===== src/parallel_host_port_defines.svh =====
// Purpose: constants for the eight-bit parallel host port
// Assumes: included by its bare name
// Notes:   offsets are the two-bit register select values
`ifndef PARALLEL_HOST_PORT_DEFINES_SVH
`define PARALLEL_HOST_PORT_DEFINES_SVH

// register selects
`define SEL_MESSAGE_PORT        2'h0
`define SEL_CONTROL_STATUS      2'h1
`define SEL_LINEAR_AUDIO_PORT   2'h2
`define SEL_CODED_AUDIO_PORT    2'h3

// control / status bit positions
`define BIT_CODED_INPUT_RESET   6
`define BIT_LINEAR_INPUT_RESET  5
`define BIT_LINEAR_NEAR_FULL    4
`define BIT_CODED_NEAR_FULL     3
`define BIT_INBOUND_PENDING     2
`define BIT_OUTBOUND_VALID      1

// reset values
`define RST_BYTE                8'h00
`define RST_PINS                13'h1FFF

// audio fifos
`define FIFO_WIDTH              8
`define FIFO_DEPTH              32
`define FIFO_LEVEL_W            6
`define FIFO_THRESHOLD          6'h18

`endif


===== src/parallel_host_port_pkg.sv =====
// Purpose: types for the eight-bit parallel host port
// Assumes: nothing
// Notes:   one-hot host cycle states
package parallel_host_port_pkg;

  typedef enum logic [2:0] {
    CYCLE_IDLE  = 3'b001,
    CYCLE_WRITE = 3'b010,
    CYCLE_READ  = 3'b100
  } host_cycle_t;

endpackage


===== src/parallel_host_port.sv =====
// Purpose: eight-bit parallel host port with separate read and write strobes
// Assumes: host pins are asynchronous to clock; one clock domain
// Notes:   audio bytes buffered in two registered-output fifos
//
// Operation
// - eight-bit data, two-bit select, four registers
// - separate inbound and outbound message bytes
// - bit six holds coded input in reset
// - bit five holds linear input in reset
// - bit four shows linear fifo near full
// - bit three shows coded fifo near full
// - inbound pending: host write sets, core clears
// - outbound valid: core write sets, host clears
// - select two feeds linear audio fifo
// - select three feeds coded audio fifo
// - attention low while outbound byte waits, enabled
// - attention also for unsolicited outgoing messages
// - byte captured when write strobe ends
// - device drives selected register during read
// - port unusable with external memory attached
`timescale 1ns/1ps
`include "parallel_host_port_defines.svh"

////////////////////////////////////////////////////////////////////////////////

module audio_fifo #(
  parameter int WIDTH = `FIFO_WIDTH,
  parameter int DEPTH = `FIFO_DEPTH,
  parameter int LW    = `FIFO_LEVEL_W
) (
  // clock and reset
  input  wire logic             clock,
  input  wire logic             rst_b,
  input  wire logic             flush,
  // fill side
  input  wire logic             in_valid,
  output      logic             in_ready,
  input  wire logic [WIDTH-1:0] in_data,
  // drain side
  output      logic             out_valid,
  input  wire logic             out_ready,
  output      logic [WIDTH-1:0] out_data,
  // occupancy
  output      logic [LW-1:0]    level
);

  localparam int AW = $clog2(DEPTH);

  logic [WIDTH-1:0] mem [DEPTH];
  logic [AW-1:0]    wr_ptr;
  logic [AW-1:0]    rd_ptr;
  logic [LW-1:0]    mem_count;
  logic             push;
  logic             pop;

  assign in_ready = (mem_count < LW'(DEPTH));
  assign push     = in_valid && in_ready;
  assign pop      = (mem_count != '0) && (!out_valid || out_ready);
  assign level    = mem_count + LW'(out_valid);

  always_ff @(posedge clock) begin
    if (push) begin
      mem[wr_ptr] <= in_data;
    end
  end

  always_ff @(posedge clock or negedge rst_b) begin
    if (!rst_b) begin
      wr_ptr    <= '0;
      rd_ptr    <= '0;
      mem_count <= '0;
    end else if (flush) begin
      wr_ptr    <= '0;
      rd_ptr    <= '0;
      mem_count <= '0;
    end else begin
      if (push) begin
        wr_ptr <= wr_ptr + AW'(1);
      end
      if (pop) begin
        rd_ptr <= rd_ptr + AW'(1);
      end
      mem_count <= mem_count + LW'(push) - LW'(pop);
    end
  end

  // output stage register so the drain side sees flip-flops
  always_ff @(posedge clock or negedge rst_b) begin
    if (!rst_b) begin
      out_valid <= 1'b0;
      out_data  <= '0;
    end else if (flush) begin
      out_valid <= 1'b0;
    end else if (pop) begin
      out_valid <= 1'b1;
      out_data  <= mem[rd_ptr];
    end else if (out_ready) begin
      out_valid <= 1'b0;
    end
  end

endmodule // audio_fifo

////////////////////////////////////////////////////////////////////////////////

module parallel_host_port (
  // clock and reset
  input  wire logic       clock,
  input  wire logic       rst_b,
  // host pins
  input  wire logic       chip_select_n,
  input  wire logic       write_strobe_n,
  input  wire logic       read_strobe_n,
  input  wire logic [1:0] register_select,
  input  wire logic [7:0] data_in,
  output      logic [7:0] data_out,
  output      logic       data_oe,
  output      logic       attention_n,
  // strap and option levels
  input  wire logic       ext_memory_present,
  input  wire logic       attention_enable,
  // core side of the message port
  output      logic [7:0] inbound_data,
  output      logic       inbound_pending,
  input  wire logic       core_inbound_read,
  input  wire logic [7:0] core_outbound_data,
  input  wire logic       core_outbound_write,
  output      logic       outbound_valid,
  // channel resets seen by the core
  output      logic       coded_input_reset,
  output      logic       linear_input_reset,
  // linear audio stream
  output      logic       linear_valid,
  input  wire logic       linear_ready,
  output      logic [7:0] linear_data,
  // coded audio stream
  output      logic       coded_valid,
  input  wire logic       coded_ready,
  output      logic [7:0] coded_data
);

  logic                               rst_meta_b;
  logic                               rst_sync_b;
  logic [12:0]                        pin_s1;
  logic [12:0]                        pin_s2;
  logic [12:0]                        pin_s3;
  logic [12:0]                        pin_filt;
  logic [12:0]                        pin_agree;
  logic                               cs_act;
  logic                               wr_act;
  logic                               rd_act;
  logic [1:0]                         sel_f;
  logic [7:0]                         data_f;
  logic                               port_enable;
  parallel_host_port_pkg::host_cycle_t cycle;
  parallel_host_port_pkg::host_cycle_t next_cycle;
  logic [1:0]                         held_sel;
  logic [7:0]                         held_data;
  logic                               write_done;
  logic                               read_done;
  logic [7:0]                         outbound_byte;
  logic                               linear_near_full;
  logic                               coded_near_full;
  logic [7:0]                         status_byte;
  logic [7:0]                         next_data_out;
  logic                               lin_push;
  logic                               cod_push;
  logic                               lin_in_ready;
  logic                               cod_in_ready;
  logic [`FIFO_LEVEL_W-1:0]           lin_level;
  logic [`FIFO_LEVEL_W-1:0]           cod_level;

  //////////////////////////////////////////////////////////////////////////////
  // reset release

  always_ff @(posedge clock or negedge rst_b) begin
    if (!rst_b) begin
      rst_meta_b <= 1'b0;
      rst_sync_b <= 1'b0;
    end else begin
      rst_meta_b <= 1'b1;
      rst_sync_b <= rst_meta_b;
    end
  end

  //////////////////////////////////////////////////////////////////////////////
  // pin synchronisers: a bit changes once stages two and three agree

  assign pin_agree = ~(pin_s2 ^ pin_s3);

  always_ff @(posedge clock or negedge rst_sync_b) begin
    if (!rst_sync_b) begin
      pin_s1   <= `RST_PINS;
      pin_s2   <= `RST_PINS;
      pin_s3   <= `RST_PINS;
      pin_filt <= `RST_PINS;
    end else begin
      pin_s1   <= {chip_select_n, write_strobe_n, read_strobe_n, register_select, data_in};
      pin_s2   <= pin_s1;
      pin_s3   <= pin_s2;
      pin_filt <= (pin_s2 & pin_agree) | (pin_filt & ~pin_agree);
    end
  end

  assign cs_act = ~pin_filt[12];
  assign wr_act = ~pin_filt[11];
  assign rd_act = ~pin_filt[10];
  assign sel_f  = pin_filt[9:8];
  assign data_f = pin_filt[7:0];

  // shared data lines belong to the memory interface when it is fitted
  assign port_enable = ~ext_memory_present;

  //////////////////////////////////////////////////////////////////////////////
  // host cycle tracking

  always_comb begin
    next_cycle = cycle;
    write_done = 1'b0;
    read_done  = 1'b0;
    case (cycle)
      parallel_host_port_pkg::CYCLE_IDLE: begin
        if (port_enable && cs_act && wr_act) begin
          next_cycle = parallel_host_port_pkg::CYCLE_WRITE;
        end else if (port_enable && cs_act && rd_act) begin
          next_cycle = parallel_host_port_pkg::CYCLE_READ;
        end
      end
      parallel_host_port_pkg::CYCLE_WRITE: begin
        if (!(cs_act && wr_act)) begin
          next_cycle = parallel_host_port_pkg::CYCLE_IDLE;
          write_done = 1'b1;
        end
      end
      parallel_host_port_pkg::CYCLE_READ: begin
        if (!(cs_act && rd_act)) begin
          next_cycle = parallel_host_port_pkg::CYCLE_IDLE;
          read_done  = 1'b1;
        end
      end
      default: begin
        next_cycle = parallel_host_port_pkg::CYCLE_IDLE;
      end
    endcase
  end

  always_ff @(posedge clock or negedge rst_sync_b) begin
    if (!rst_sync_b) begin
      cycle <= parallel_host_port_pkg::CYCLE_IDLE;
    end else begin
      cycle <= next_cycle;
    end
  end

  // select and data are tracked while the strobe is low, used at its end
  always_ff @(posedge clock or negedge rst_sync_b) begin
    if (!rst_sync_b) begin
      held_sel  <= `SEL_MESSAGE_PORT;
      held_data <= `RST_BYTE;
    end else if (next_cycle != parallel_host_port_pkg::CYCLE_IDLE) begin
      held_sel  <= sel_f;
      held_data <= data_f;
    end
  end

  //////////////////////////////////////////////////////////////////////////////
  // message port: two independent bytes

  always_ff @(posedge clock or negedge rst_sync_b) begin
    if (!rst_sync_b) begin
      inbound_data <= `RST_BYTE;
    end else if (write_done && held_sel == `SEL_MESSAGE_PORT) begin
      inbound_data <= held_data;
    end
  end

  always_ff @(posedge clock or negedge rst_sync_b) begin
    if (!rst_sync_b) begin
      outbound_byte <= `RST_BYTE;
    end else if (core_outbound_write) begin
      outbound_byte <= core_outbound_data;
    end
  end

  // set wins over clear on both handshake flags
  always_ff @(posedge clock or negedge rst_sync_b) begin
    if (!rst_sync_b) begin
      inbound_pending <= 1'b0;
    end else if (write_done && held_sel == `SEL_MESSAGE_PORT) begin
      inbound_pending <= 1'b1;
    end else if (core_inbound_read) begin
      inbound_pending <= 1'b0;
    end
  end

  always_ff @(posedge clock or negedge rst_sync_b) begin
    if (!rst_sync_b) begin
      outbound_valid <= 1'b0;
    end else if (core_outbound_write) begin
      outbound_valid <= 1'b1;
    end else if (read_done && held_sel == `SEL_MESSAGE_PORT) begin
      outbound_valid <= 1'b0;
    end
  end

  //////////////////////////////////////////////////////////////////////////////
  // control bits; reserved bits 7 and 0 are not stored

  always_ff @(posedge clock or negedge rst_sync_b) begin
    if (!rst_sync_b) begin
      coded_input_reset  <= 1'b0;
      linear_input_reset <= 1'b0;
    end else if (write_done && held_sel == `SEL_CONTROL_STATUS) begin
      coded_input_reset  <= held_data[`BIT_CODED_INPUT_RESET];
      linear_input_reset <= held_data[`BIT_LINEAR_INPUT_RESET];
    end
  end

  //////////////////////////////////////////////////////////////////////////////
  // near-full flags

  always_ff @(posedge clock or negedge rst_sync_b) begin
    if (!rst_sync_b) begin
      linear_near_full <= 1'b0;
      coded_near_full  <= 1'b0;
    end else begin
      linear_near_full <= (lin_level >= `FIFO_THRESHOLD);
      coded_near_full  <= (cod_level >= `FIFO_THRESHOLD);
    end
  end

  //////////////////////////////////////////////////////////////////////////////
  // read data path; write-only bits and audio selects read as zero

  always_comb begin
    status_byte                          = `RST_BYTE;
    status_byte[`BIT_LINEAR_NEAR_FULL]   = linear_near_full;
    status_byte[`BIT_CODED_NEAR_FULL]    = coded_near_full;
    status_byte[`BIT_INBOUND_PENDING]    = inbound_pending;
    status_byte[`BIT_OUTBOUND_VALID]     = outbound_valid;
    case (sel_f)
      `SEL_MESSAGE_PORT:   next_data_out = outbound_byte;
      `SEL_CONTROL_STATUS: next_data_out = status_byte;
      default:             next_data_out = `RST_BYTE;
    endcase
  end

  always_ff @(posedge clock or negedge rst_sync_b) begin
    if (!rst_sync_b) begin
      data_out <= `RST_BYTE;
      data_oe  <= 1'b0;
    end else if (port_enable && next_cycle == parallel_host_port_pkg::CYCLE_READ) begin
      data_out <= next_data_out;
      data_oe  <= 1'b1;
    end else begin
      data_oe  <= 1'b0;
    end
  end

  //////////////////////////////////////////////////////////////////////////////
  // attention line, solicited or not

  always_ff @(posedge clock or negedge rst_sync_b) begin
    if (!rst_sync_b) begin
      attention_n <= 1'b1;
    end else begin
      attention_n <= ~(attention_enable && outbound_valid);
    end
  end

  //////////////////////////////////////////////////////////////////////////////
  // audio input fifos; a byte arriving while full is dropped

  assign lin_push = write_done && held_sel == `SEL_LINEAR_AUDIO_PORT && !linear_input_reset
                    && lin_in_ready;
  assign cod_push = write_done && held_sel == `SEL_CODED_AUDIO_PORT && !coded_input_reset
                    && cod_in_ready;

  audio_fifo #(
    .WIDTH (`FIFO_WIDTH),
    .DEPTH (`FIFO_DEPTH),
    .LW    (`FIFO_LEVEL_W)
  ) linear_fifo (
    .clock     (clock),
    .rst_b     (rst_sync_b),
    .flush     (linear_input_reset),
    .in_valid  (lin_push),
    .in_ready  (lin_in_ready),
    .in_data   (held_data),
    .out_valid (linear_valid),
    .out_ready (linear_ready),
    .out_data  (linear_data),
    .level     (lin_level)
  );

  audio_fifo #(
    .WIDTH (`FIFO_WIDTH),
    .DEPTH (`FIFO_DEPTH),
    .LW    (`FIFO_LEVEL_W)
  ) coded_fifo (
    .clock     (clock),
    .rst_b     (rst_sync_b),
    .flush     (coded_input_reset),
    .in_valid  (cod_push),
    .in_ready  (cod_in_ready),
    .in_data   (held_data),
    .out_valid (coded_valid),
    .out_ready (coded_ready),
    .out_data  (coded_data),
    .level     (cod_level)
  );

endmodule // parallel_host_port


===== config.mk =====
export PLATFORM = sky130hd
export DESIGN_NAME = parallel_host_port
export DESIGN_NICKNAME = d
export VERILOG_FILES = /design/src/parallel_host_port_pkg.sv /design/src/parallel_host_port.sv
export VERILOG_INCLUDE_DIRS = /design/src
export SDC_FILE = /design/constraint.sdc
export NUM_CORES = 1
export LEC_CHECK = 0
export BUFFER_PORTS_ARGS = -buffer_cell sky130_fd_sc_hd__buf_2
export CAP_MARGIN = 10
export CELL_PAD_IN_SITES_DETAIL_PLACEMENT = 2
export CELL_PAD_IN_SITES_GLOBAL_PLACEMENT = 2
export CORE_MARGIN = 2
export CORE_UTILIZATION = 45
export CTS_CLUSTER_SIZE = 16
export DETAILED_ROUTE_END_ITERATION = 12
export PLACE_DENSITY = 0.83
export SYNTH_ARGS = -nofsm -noshare
export SYNTH_HDL_FRONTEND = slang
export SYNTH_SLANG_ARGS = --single-unit

===== constraint.sdc =====
create_clock -name clock -period 12.42 [get_ports clock]
set_input_delay 3.726 -clock clock [delete_from_list [all_inputs] [get_ports clock]]
set_output_delay 3.726 -clock clock [all_outputs]
set_load 0.1 [all_outputs]

==> flow_summary.yaml, run 1 <==
timing:
  final-hold-violation-count: 0
  fin_crit_sh_pct: 47.9
  drv_slew: 0
  slew_headroom_pct: 25.9
  hold_slack_ns: 0.355
  tightest_slew_ns: 1.11
  fin_crit_ns: 5.95
  skew_ns: 0.0378
  fin_tns_setup_ns: 0
  grt_setup_unrepaired: "no"
  max_freq_mhz: 168
  setup_viol: 0
final_layout:
  fillCellCount: 5120
  syn_to_final_growth_pct: 12.6
  stdcell_area_sq_um: 29600
  fin_nets: 1580
  drive_above_1_share_pct: 26.0
  final_cells: 2333
  antennaDiodeCount: 0
  final_util_pct: 51.2
global_route:
  busiest_layer: "met2"
  gr-total-overflow: 0
  grt_max_degree: 77
  antenna_found_initial: 1
  grt_pass1_wl_mm: 119
  use_met3_pct: 5.42
  first_global_vias: 16000
  grtUsageTotal_pct: 27.8
  grtUsageMet2_pct: 46.3
  grt_util_met1_pct: 36.5
floorplanning:
  core-area_sq_um: 57700
  ios: 69
  die_h_microns: 246
  std_cell_rows: 88
  dieArea_sq_um: 60300
  die_width_microns: 246
  start_util_pct: 45.5
hold_path:
  hp-class: "reg2reg"
synthesis:
  netlist_area_sq_um: 26200
  async_flop_share_pct: 22.5
  synth.net_count: 1484
  avgSynthCellArea_sq_um: 18.5
  synth-main-ff-cell: "edfxtp_1"
  yosys_register_bits: 661
  yosys_warnings: 0
  synth-edff-count: 512
  synth_cell_types: 69
  ys_seq_area_share_pct: 73.0
  synth_cells: 1419
clocking:
  htreeDepth: 3
  cts_setup_buffers: 0
  insertion_delay_ns: 0.63
  cts_made_buffers: 69
  cts_num_sinks: 661
  clock_path_buffers: 3
  hold_buffers: 0
  clk_pin_slew_ns: 0.07
  post_cts_resized: 0
  cts-root-buf: "clkbuf_16"
  tritoncts: "built"
worst_setup_path:
  cpPeakStageDelay_ns: 0.62
  worstPathRequired_ns: 12.90
  end_kind: "flip-flop"
  worstPathArrival_ns: 6.43
  crit_path_start_kind: "input port"
  path_class: "in2reg"
  critPathMaxFanout: 8
  critPathMostFrequentCell: "nor2_1"
  cp_cell_sequence: "buf_2, nor2b_1, nor2_1, nand2_1, o21ai_0, ha_1, fa_1, a21oi_1, o21bai_1, xnor2_1, nor2_1"
  cp_slowest_cell: "nor2b_1"
placement:
  placed_cell_area_sq_um: 27300
  dp_hpwl_mm: 46.0
  portBuffers: 68
  placed_cells: 2208
  gp_congestion: 0.774
power:
  power.density_nw_per_um2: 249
  p_leak_nw: 10.2
  vdd.ir_drop.worst_uv: 148
routing:
  wl_per_cell_microns: 34.9
  vias: 14400
  drc: 0
  viasPerCell: 6.19
  routed_wl_mm: 81.5
  initialDrtViolationCount: 1415
  ant_nets: 0
  first_pass_iters: 5
flow_run:
  maxCapViolations: 0
status:
  status: "completed"
-- logic make-up (layout without fill, tap and decap cells) --
group / Yosys count / in the layout / share of synthesized area, %
AO/OA/AOI/OAI: 144 / 144 / 4.03
XOR/XNOR: 17 / 17 / 0.567
adder cells (fa/ha/maj): 49 / 49 / 2.27
buffers and inverters: 94 / 243 / 2.11
flip-flops: 661 / 661 / 73.0
multiplexers: 210 / 210 / 13.1
other: 1 / 1 / 0.0143
AND/OR/NAND/NOR: 243 / 243 / 4.83
-- through the flow --
stage          setup slack, ns  power, mW
3_5_place_dp              6.01       5.15
2_1_floorplan             7.01       4.47
4_1_cts                   6.51       7.37
6_report                  6.47       7.36
3_3_place_gp              6.31       4.95
5_1_grt                   6.35       7.56
-- where the power goes --
part	switching, mW	internal [mW]
Sequential	0.305	2.74
Clock	0.923	1.22
Combinational	1.45	0.710
Total	2.68	4.68
-- cells in the mapped netlist, types with 5 or more instances --
cell       instances  area, sq um
a32oi_1            8         70.1
ha_1              34          425
a211oi_1           5         37.5
dfstp_2           54         1420
and3_1             8         50.1
o22a_1             8         70.1
edfxtp_1         512        15400
nand3b_1           6         45.0
mux2_1             7         78.8
mux2_2            26          293
xnor2_1           14          123
buf_1              9         33.8
a21oi_1           24          120
nand3_1           27          135
o21ai_0           11         55.1
mux4_2           104         2340
buf_4             12         90.1
mux2i_1           72          721
buf_2             16         80.1
o2111ai_1          8         70.1
or3b_2             5         43.8
nor2b_1           16          100
dfrtp_1           95         2380
maj3_1            13          130
a22oi_1           49          368
nand2_1           37          139
o2bb2ai_1          8         70.1
inv_1             27          101
nor2_1            96          360
buf_6             13          146
or3_1              8         50.1
clkbuf_1          13         48.8
a21o_1             5         37.5
-- final timing paths --
check | start | to | slack, ns | cells past startpoint
max | linear_ready | linear_fifo.mem_count[4]$_DFF_PN0_ | 6.47 | 11
min | rst_meta_b$_DFF_PN0_ | rst_sync_b$_DFF_PN0_ | 0.35 | 0
max reg2reg | coded_fifo.rd_ptr[0]$_DFFE_PN0P_ | coded_fifo.out_data[7]$_DFFE_PN0P_ | 9.03 | 5
min reg2reg | rst_meta_b$_DFF_PN0_ | rst_sync_b$_DFF_PN0_ | 0.35 | 0
max in group asynchronous | rst_b | rst_sync_b$_DFF_PN0_ | 9.42 | 1
min in group asynchronous | rst_sync_b$_DFF_PN0_ | coded_fifo.mem_count[0]$_DFF_PN0_ | 0.55 | 0
-- worst max-delay path: cells and delay by family --
kind | cells | cell delay [ns]
adder cells (fa/ha/maj) | 2 | 0.73
buffers and inverters | 1 | 0.11
AND/OR/NAND/NOR | 4 | 1.14
XOR/XNOR | 1 | 0.20
AO/OA/AOI/OAI | 3 | 0.52
-- sequential cells by signal, indices dropped and copies added, names as in the netlist, 6 cells and up, named ones only --
name and flops:
data_out 8, outbound_byte 8, coded_fifo.mem_count 6, linear_fifo.out_data 8
pin_s1 13, coded_fifo.out_data 8, inbound_data 8, linear_fifo.mem_count 6
linear_fifo.mem 256, pin_s2 13, coded_fifo.mem 256, pin_s3 13
held_data 8
-- layout by cell type (no fill, tap or decap), types with 13 or more instances in the layout --
cell type and count:
a21oi_1 24, a22oi_1 49, buf_2 68, buf_4 22, clkbuf_1 20, clkbuf_16 73, dfrtp_1 83, dfstp_2 54
edfxtp_1 512, ha_1 34, inv_1 27, maj3_1 13, mux2_2 26, mux2i_1 72, mux4_2 104, nand2_1 37
nand3_1 27, nor2_1 96, nor2b_1 16, xnor2_1 14
-- final cells by class --
cell class / count / area (sq um) / area share (%)
sequential: 661 / 19200 / 64.9
multi-input combinational: 664 / 6540 / 22.1
clock inverter: 24 / 246 / 0.834
inverter: 28 / 105 / 0.356
timing repair buffer: 91 / 517 / 1.75
tap: 765 / 957 / 3.24
clock buffer: 100 / 2000 / 6.76
-- per-layer routing --
layer	up-vias	routed length, microns
met5	-	13
met4	2	2600
met3	149	5310
met2	682	41000
met1	7825	32600
li1	5784	-
No activity file was read; power rests on OpenSTA's default activity.
==> run 2: changes to the inputs <==
--- a/config.mk
+++ b/config.mk
@@ -6,15 +6,16 @@
 export SDC_FILE = /design/constraint.sdc
 export NUM_CORES = 1
 export LEC_CHECK = 0
+export ABC_AREA = 1
 export BUFFER_PORTS_ARGS = -buffer_cell sky130_fd_sc_hd__buf_2
 export CAP_MARGIN = 10
 export CELL_PAD_IN_SITES_DETAIL_PLACEMENT = 2
 export CELL_PAD_IN_SITES_GLOBAL_PLACEMENT = 2
 export CORE_MARGIN = 2
-export CORE_UTILIZATION = 45
+export CORE_UTILIZATION = 38
 export CTS_CLUSTER_SIZE = 16
 export DETAILED_ROUTE_END_ITERATION = 12
-export PLACE_DENSITY = 0.83
+export PLACE_DENSITY = 0.84
 export SYNTH_ARGS = -nofsm -noshare
 export SYNTH_HDL_FRONTEND = slang
 export SYNTH_SLANG_ARGS = --single-unit
==> constraint.sdc (replaced) <==
create_clock -name clock -period 5.3 [get_ports clock]
set_input_delay 1.59 -clock clock [delete_from_list [all_inputs] [get_ports clock]]
set_output_delay 1.59 -clock clock [all_outputs]
set_load 0.1 [all_outputs]
==> flow_summary.yaml, run 2 <==
worst_setup_path:
  path_class: "reg2reg"
  end_kind: "flip-flop"
  worstPathBufferInverterCount: 2
  worstPathRequired_ns: 5.79
  critPathMostFrequentCell: "nand2_1"
  crit_path_start_kind: "flip-flop"
  worstPathArrival_ns: 4.16
  cp_cell_sequence: "clkinv_2, buf_12, nand2_1, nand2_1, nand2_1, nand3_1, nand3_1, nand2_1, nand3_1, nand2_1"
  crit_family: "buffers and inverters"
  cpPeakStageDelay_ns: 0.99
  critPathMaxFanout: 80
  cp_slowest_cell: "dfrtp_4"
global_route:
  antenna_found_initial: 0
  grt_pass1_wl_mm: 145
  grtUsageTotal_pct: 25.8
  grt_max_degree: 148
  gr-total-overflow: 0
  first_global_vias: 22900
placement:
  placed_cells: 3503
  dp_hpwl_mm: 55.2
  gp_congestion: 0.785
  placed_cell_area_sq_um: 28800
  portBuffers: 68
routing:
  drc: 0
  initialDrtViolationCount: 1715
  ant_nets: 0
  viasPerCell: 5.46
  first_pass_iters: 5
  vias: 19800
  wl_per_cell_microns: 26.3
  routed_wl_mm: 95.4
clocking:
  cts_num_sinks: 661
  hold_buffers: 0
  cts-root-buf: "clkbuf_16"
  tritoncts: "built"
  cts_setup_buffers: 0
  clk_pin_slew_ns: 0.06
  insertion_delay_ns: 0.64
  post_cts_resized: 0
  cts_made_buffers: 70
  clock_path_buffers: 3
  htreeDepth: 3
synthesis:
  yosysTopAreaCellShare_pct: 55.7
  synth_compound_area_share_pct: 3.39
  synth_cell_types: 34
  yosysTopAreaCell: "edfxtp_1"
  avgSynthCellArea_sq_um: 10.7
  synth_fa_ha_area_share_pct: 2.16
  synth-edff-count: 512
  yosys_warnings: 0
  yosys_register_bits: 661
  async_flop_share_pct: 22.5
  synth.most_common_cell: "nand2_1"
  netlist_area_sq_um: 27600
  ys_seq_area_share_pct: 69.5
  synth-main-ff-cell: "edfxtp_1"
  synthTopCellsByCount: "764 x nand2_1, 512 x edfxtp_1, 290 x nor2_1"
  yosys.area_share.simple_pct: 19.6
  netlist_top_cells_area: "edfxtp_1 56%, nand2_1 10%, dfrtp_1 8.6%"
  yosys-mux-area-fraction_pct: 0
  synth_cells: 2575
  synth.net_count: 2640
  synthXorXnorAreaFrac_pct: 0.349
  synth_top_family_by_area: "simple AND/OR/NAND/NOR gates"
timing:
  grt_setup_unrepaired: "no"
  fin_crit_sh_pct: 69.2
  skew_ns: 0.0382
  slew_headroom_pct: 26.2
  drv_slew: 0
  fin_crit_ns: 3.67
  setup_viol: 0
  final-hold-violation-count: 0
  max_freq_mhz: 273
  fin_tns_setup_ns: 0
  tightest_slew_ns: 1.10
floorplanning:
  start_util_pct: 38.5
  die_h_microns: 273
  ios: 69
  die_width_microns: 273
  dieArea_sq_um: 74800
  std_cell_rows: 98
  core-area_sq_um: 71700
final_layout:
  syn_to_final_growth_pct: 12.3
  drive_above_1_share_pct: 10.3
  stdcell_area_sq_um: 31000
  fillCellCount: 7432
  final_common_cell: "nand2_1"
  final_cells: 3630
  top_regs: "coded_fifo.mem x256, linear_fifo.mem x256"
  final_cell_mix: "764 x nand2_1, 512 x edfxtp_1, 290 x nor2_1"
  fin_nets: 2690
  antennaDiodeCount: 0
power:
  vdd.ir_drop.worst_uv: 506
  power.density_nw_per_um2: 590
  p_leak_nw: 12.4
hold_path:
  hp-class: "reg2reg"
flow_run:
  maxCapViolations: 0
status:
  status: "completed"
[run 2: cell families (layout without fill, tap and decap cells)]
logic type               after synthesis  count (layout)
other                                  1               1
buffers and inverters                332             437
adder cells (fa/ha/maj)               49              49
AND/OR/NAND/NOR                     1339            1339
XOR/XNOR                              11              11
flip-flops                           661             661
AO/OA/AOI/OAI                        182             182
[run 2: cell type report]
type | count | area [sq um] | share of cell area [%]
Sequential cell | 661 | 19200 | 61.9
Multi-Input combinational cell | 1582 | 7060 | 22.8
Clock buffer | 100 | 2040 | 6.59
Tap cell | 950 | 1190 | 3.83
Inverter | 223 | 838 | 2.70
Timing Repair Buffer | 87 | 508 | 1.64
Clock inverter | 27 | 176 | 0.569
[run 2: worst paths after layout]
kind                                                             to                              from  slack (ns)  depth (start not counted)
worst max-delay path             coded_fifo.out_data[2]$_DFFE_PN0P_  coded_fifo.rd_ptr[0]$_DFFE_PN0P_        1.63                         10
worst min-delay path                           rst_sync_b$_DFF_PN0_              rst_meta_b$_DFF_PN0_        0.34                          0
worst max register to register   coded_fifo.out_data[2]$_DFFE_PN0P_  coded_fifo.rd_ptr[0]$_DFFE_PN0P_        1.63                         10
worst min register to register                 rst_sync_b$_DFF_PN0_              rst_meta_b$_DFF_PN0_        0.34                          0
max in group asynchronous          coded_fifo.rd_ptr[0]$_DFFE_PN0P_              rst_sync_b$_DFF_PN0_        4.04                          1
min in group asynchronous       linear_fifo.out_data[5]$_DFFE_PN0P_              rst_sync_b$_DFF_PN0_        0.43                          1
[run 2: stage by stage]
| stage | utilization (%) | hold WS [ns] | total power, mW | setup slack (ns) |
|---|---|---|---|---|
| finish | 43.2 | 0.345 | 18.3 | 1.63 |
| CTS | 43.2 | 0.346 | 18.3 | 1.63 |
| global placement | 40.1 | 0.339 | 12.7 | 1.88 |
| floorplan | - | 0.331 | 11.0 | 0.935 |
| detailed placement | 40.1 | 0.336 | 13.2 | 1.61 |
| global route | 43.2 | 0.355 | 19.0 | 1.43 |
[run 2: routing by layer]
layer	share of wire [%]	GRT usage, %	up-vias
li1	-	-	8603
met4	3.2	9.94	0
met3	4.5	3.06	204
met2	52	46.5	645
met5	0	0	-
met1	40	31.4	10400
[run 2: worst register-to-register path: cells and delay by family, from the launching register on]
kind | cells | cell delay (ns)
simple gates | 8 | 1.11
buf+inv | 2 | 1.46
flops | 1 | 0.99
[run 2: where the power goes]
part / leakage, nW / switching, mW / internal (mW)
clock: 1.10 / 2.18 / 2.74
combinational: 5.02 / 4.92 / 1.32
sequential: 6.31 / 0.630 / 6.51
==> run 3: changes to the inputs <==
--- a/config.mk
+++ b/config.mk
@@ -6,16 +6,16 @@
 export SDC_FILE = /design/constraint.sdc
 export NUM_CORES = 1
 export LEC_CHECK = 0
-export ABC_AREA = 1
+export ABC_AREA = 0
 export BUFFER_PORTS_ARGS = -buffer_cell sky130_fd_sc_hd__buf_2
 export CAP_MARGIN = 10
 export CELL_PAD_IN_SITES_DETAIL_PLACEMENT = 2
 export CELL_PAD_IN_SITES_GLOBAL_PLACEMENT = 2
 export CORE_MARGIN = 2
-export CORE_UTILIZATION = 38
+export CORE_UTILIZATION = 45
 export CTS_CLUSTER_SIZE = 16
 export DETAILED_ROUTE_END_ITERATION = 12
-export PLACE_DENSITY = 0.84
+export PLACE_DENSITY = 0.83
 export SYNTH_ARGS = -nofsm -noshare
 export SYNTH_HDL_FRONTEND = slang
 export SYNTH_SLANG_ARGS = --single-unit
==> constraint.sdc (replaced) <==
create_clock -name clock -period 3.6 [get_ports clock]
set_input_delay 1.08 -clock clock [delete_from_list [all_inputs] [get_ports clock]]
set_output_delay 1.08 -clock clock [all_outputs]
set_load 0.1 [all_outputs]
==> flow_summary.yaml, run 3 (same netlist as run 1, synthesis figures left out) <==
timing:
  max_freq_mhz: 314
  grt_setup_unrepaired: "no"
  hold_slack_ns: 0.232
  slew_headroom_pct: 18.9
  fin_tns_setup_ns: 0
  skew_ns: 0.0290
  fin_crit_sh_pct: 88.5
  fin_crit_ns: 3.19
  tightest_slew_ns: 1.22
  setup_viol: 0
  final-hold-violation-count: 0
  drv_slew: 0
worst_setup_path:
  end_kind: "flip-flop"
  cpPeakStageDelay_ns: 0.45
  crit_path_start_kind: "flip-flop"
  path_class: "reg2reg"
  worstPathArrival_ns: 3.66
  worstPathRequired_ns: 4.08
  critPathMaxFanout: 9
  cp_slowest_cell: "dfrtp_1"
  r2r_end: "linear_fifo.mem_count[4]$_DFF_PN0_"
  reg2regPathDepth: 13
  r2r_setup_slack_ns: 0.41
  worstReg2RegStart: "linear_fifo.mem_count[2]$_DFF_PN0_"
  cp_cell_sequence: "inv_1, ha_1, nor4bb_2, buf_4, nor2_1, nand2_1, o21ai_0, ha_1, fa_1, a21oi_1, o21bai_1, xnor2_1, nor2_1"
final_layout:
  antennaDiodeCount: 0
  final_cell_mix: "512 x edfxtp_1, 104 x mux4_2, 96 x nor2_1"
  final_cells: 2357
  drive_above_1_share_pct: 27.0
  fillCellCount: 5120
  final_common_cell: "edfxtp_1"
  fin_nets: 1601
  top_regs: "coded_fifo.mem x256, linear_fifo.mem x256"
  syn_to_final_growth_pct: 13.5
global_route:
  grt_max_degree: 123
  antenna_found_initial: 0
  gr-total-overflow: 0
  grtUsageTotal_pct: 26.1
  first_global_vias: 15800
  grt_pass1_wl_mm: 114
clocking:
  clock_path_buffers: 3
  cts-root-buf: "clkbuf_16"
  cts_setup_buffers: 0
  htreeDepth: 3
  insertion_delay_ns: 0.63
  cts_num_sinks: 661
  cts_made_buffers: 70
  tritoncts: "built"
  clk_pin_slew_ns: 0.06
  hold_buffers: 0
  post_cts_resized: 0
power:
  p_leak_nw: 10.3
  vdd.ir_drop.worst_uv: 453
  power.density_nw_per_um2: 845
floorplanning:
  die_width_microns: 246
  start_util_pct: 45.5
  ios: 69
  die_h_microns: 246
  dieArea_sq_um: 60300
  std_cell_rows: 88
  core-area_sq_um: 57700
routing:
  wl_per_cell_microns: 32.4
  drc: 0
  vias: 14200
  drt-met1-wl_mm: 32.3
  wl_met3_mm: 3.93
  first_pass_iters: 5
  wl_met2_mm: 38.4
  viasPerCell: 6.03
  ant_nets: 0
  routed_wl_mm: 76.4
  initialDrtViolationCount: 1227
  highest_layer: "met4"
placement:
  dp_hpwl_mm: 46.3
  placed_cells: 2229
  gp_congestion: 0.754
  portBuffers: 68
hold_path:
  hp-class: "in2async"
flow_run:
  maxCapViolations: 0
status:
  status: "completed"
## run 3: cell count changes in the layout (fill, tap and decap cells not counted), sizes merged, moves of 28 or more
| cell | previous run | this run |
|---|---|---|
| a21oi | 52 | 24 |
| a22oi | 0 | 49 |
| inv | 221 | 32 |
| mux2 | 0 | 34 |
| mux2i | 0 | 72 |
| mux4 | 0 | 104 |
| nand2 | 771 | 37 |
| nand3 | 258 | 28 |
| nor2 | 291 | 96 |
| o21ai | 122 | 11 |
## run 3: report_power, final
part | total [mW] | switching (mW) | internal [mW]
combinational | 6.92 | 4.41 | 2.51
sequential | 10.9 | 1.43 | 9.47
clock | 7.38 | 3.09 | 4.29
## run 3: per-stage QoR
stage	total power, mW	setup WS, ns	util, %	cell area (sq um)
floorplan	15.4	0.566	-	26300
global placement	17.1	0.648	47.7	27500
detailed placement	17.8	0.507	47.7	27500
CTS	25.3	0.453	51.6	29800
global route	26.0	0.328	51.6	29800
finish	25.2	0.413	51.6	29800
## run 3: worst max-delay path by stage
stage	from	end	slack, ns
2_1_floorplan	linear_input_reset$_DFFE_PN0P_	linear_fifo.mem_count[4]$_DFF_PN0_	0.57
3_3_place_gp	coded_ready	coded_fifo.mem_count[4]$_DFF_PN0_	0.65
3_5_place_dp	coded_ready	coded_fifo.mem_count[4]$_DFF_PN0_	0.51
4_1_cts	linear_fifo.mem_count[2]$_DFF_PN0_	linear_fifo.mem_count[4]$_DFF_PN0_	0.45
5_1_grt	linear_fifo.mem_count[3]$_DFF_PN0_	linear_fifo.mem_count[4]$_DFF_PN0_	0.33
6_report	linear_fifo.mem_count[2]$_DFF_PN0_	linear_fifo.mem_count[4]$_DFF_PN0_	0.41
## run 3: area by class of cell
type / count / area [sq um] / share of cell area [%]
flip-flops and latches: 661 / 19200 / 64.4
multi-input cells: 664 / 6540 / 21.9
clock buffers: 99 / 1990 / 6.67
well taps: 765 / 957 / 3.21
repair buffers: 111 / 713 / 2.39
clock inverters: 29 / 303 / 1.02
inverters: 28 / 105 / 0.353
## run 3: worst max-delay path, delay by kind of cell (launching register included)
kind,cells,cell delay (ns)
DFF,1,0.45
and+or+nand+nor,4,0.73
AOI/OAI and AO/OA,3,0.39
adders and majority gates,3,0.86
buffers and inverters,2,0.44
xor gates and xnor gates,1,0.14
## run 3: routing by layer
layer	track usage [%]	vias to the layer above
li1	-	5825
met1	35.7	7749
met2	43.8	521
met3	3.96	121
met4	7.40	0
met5	0	-
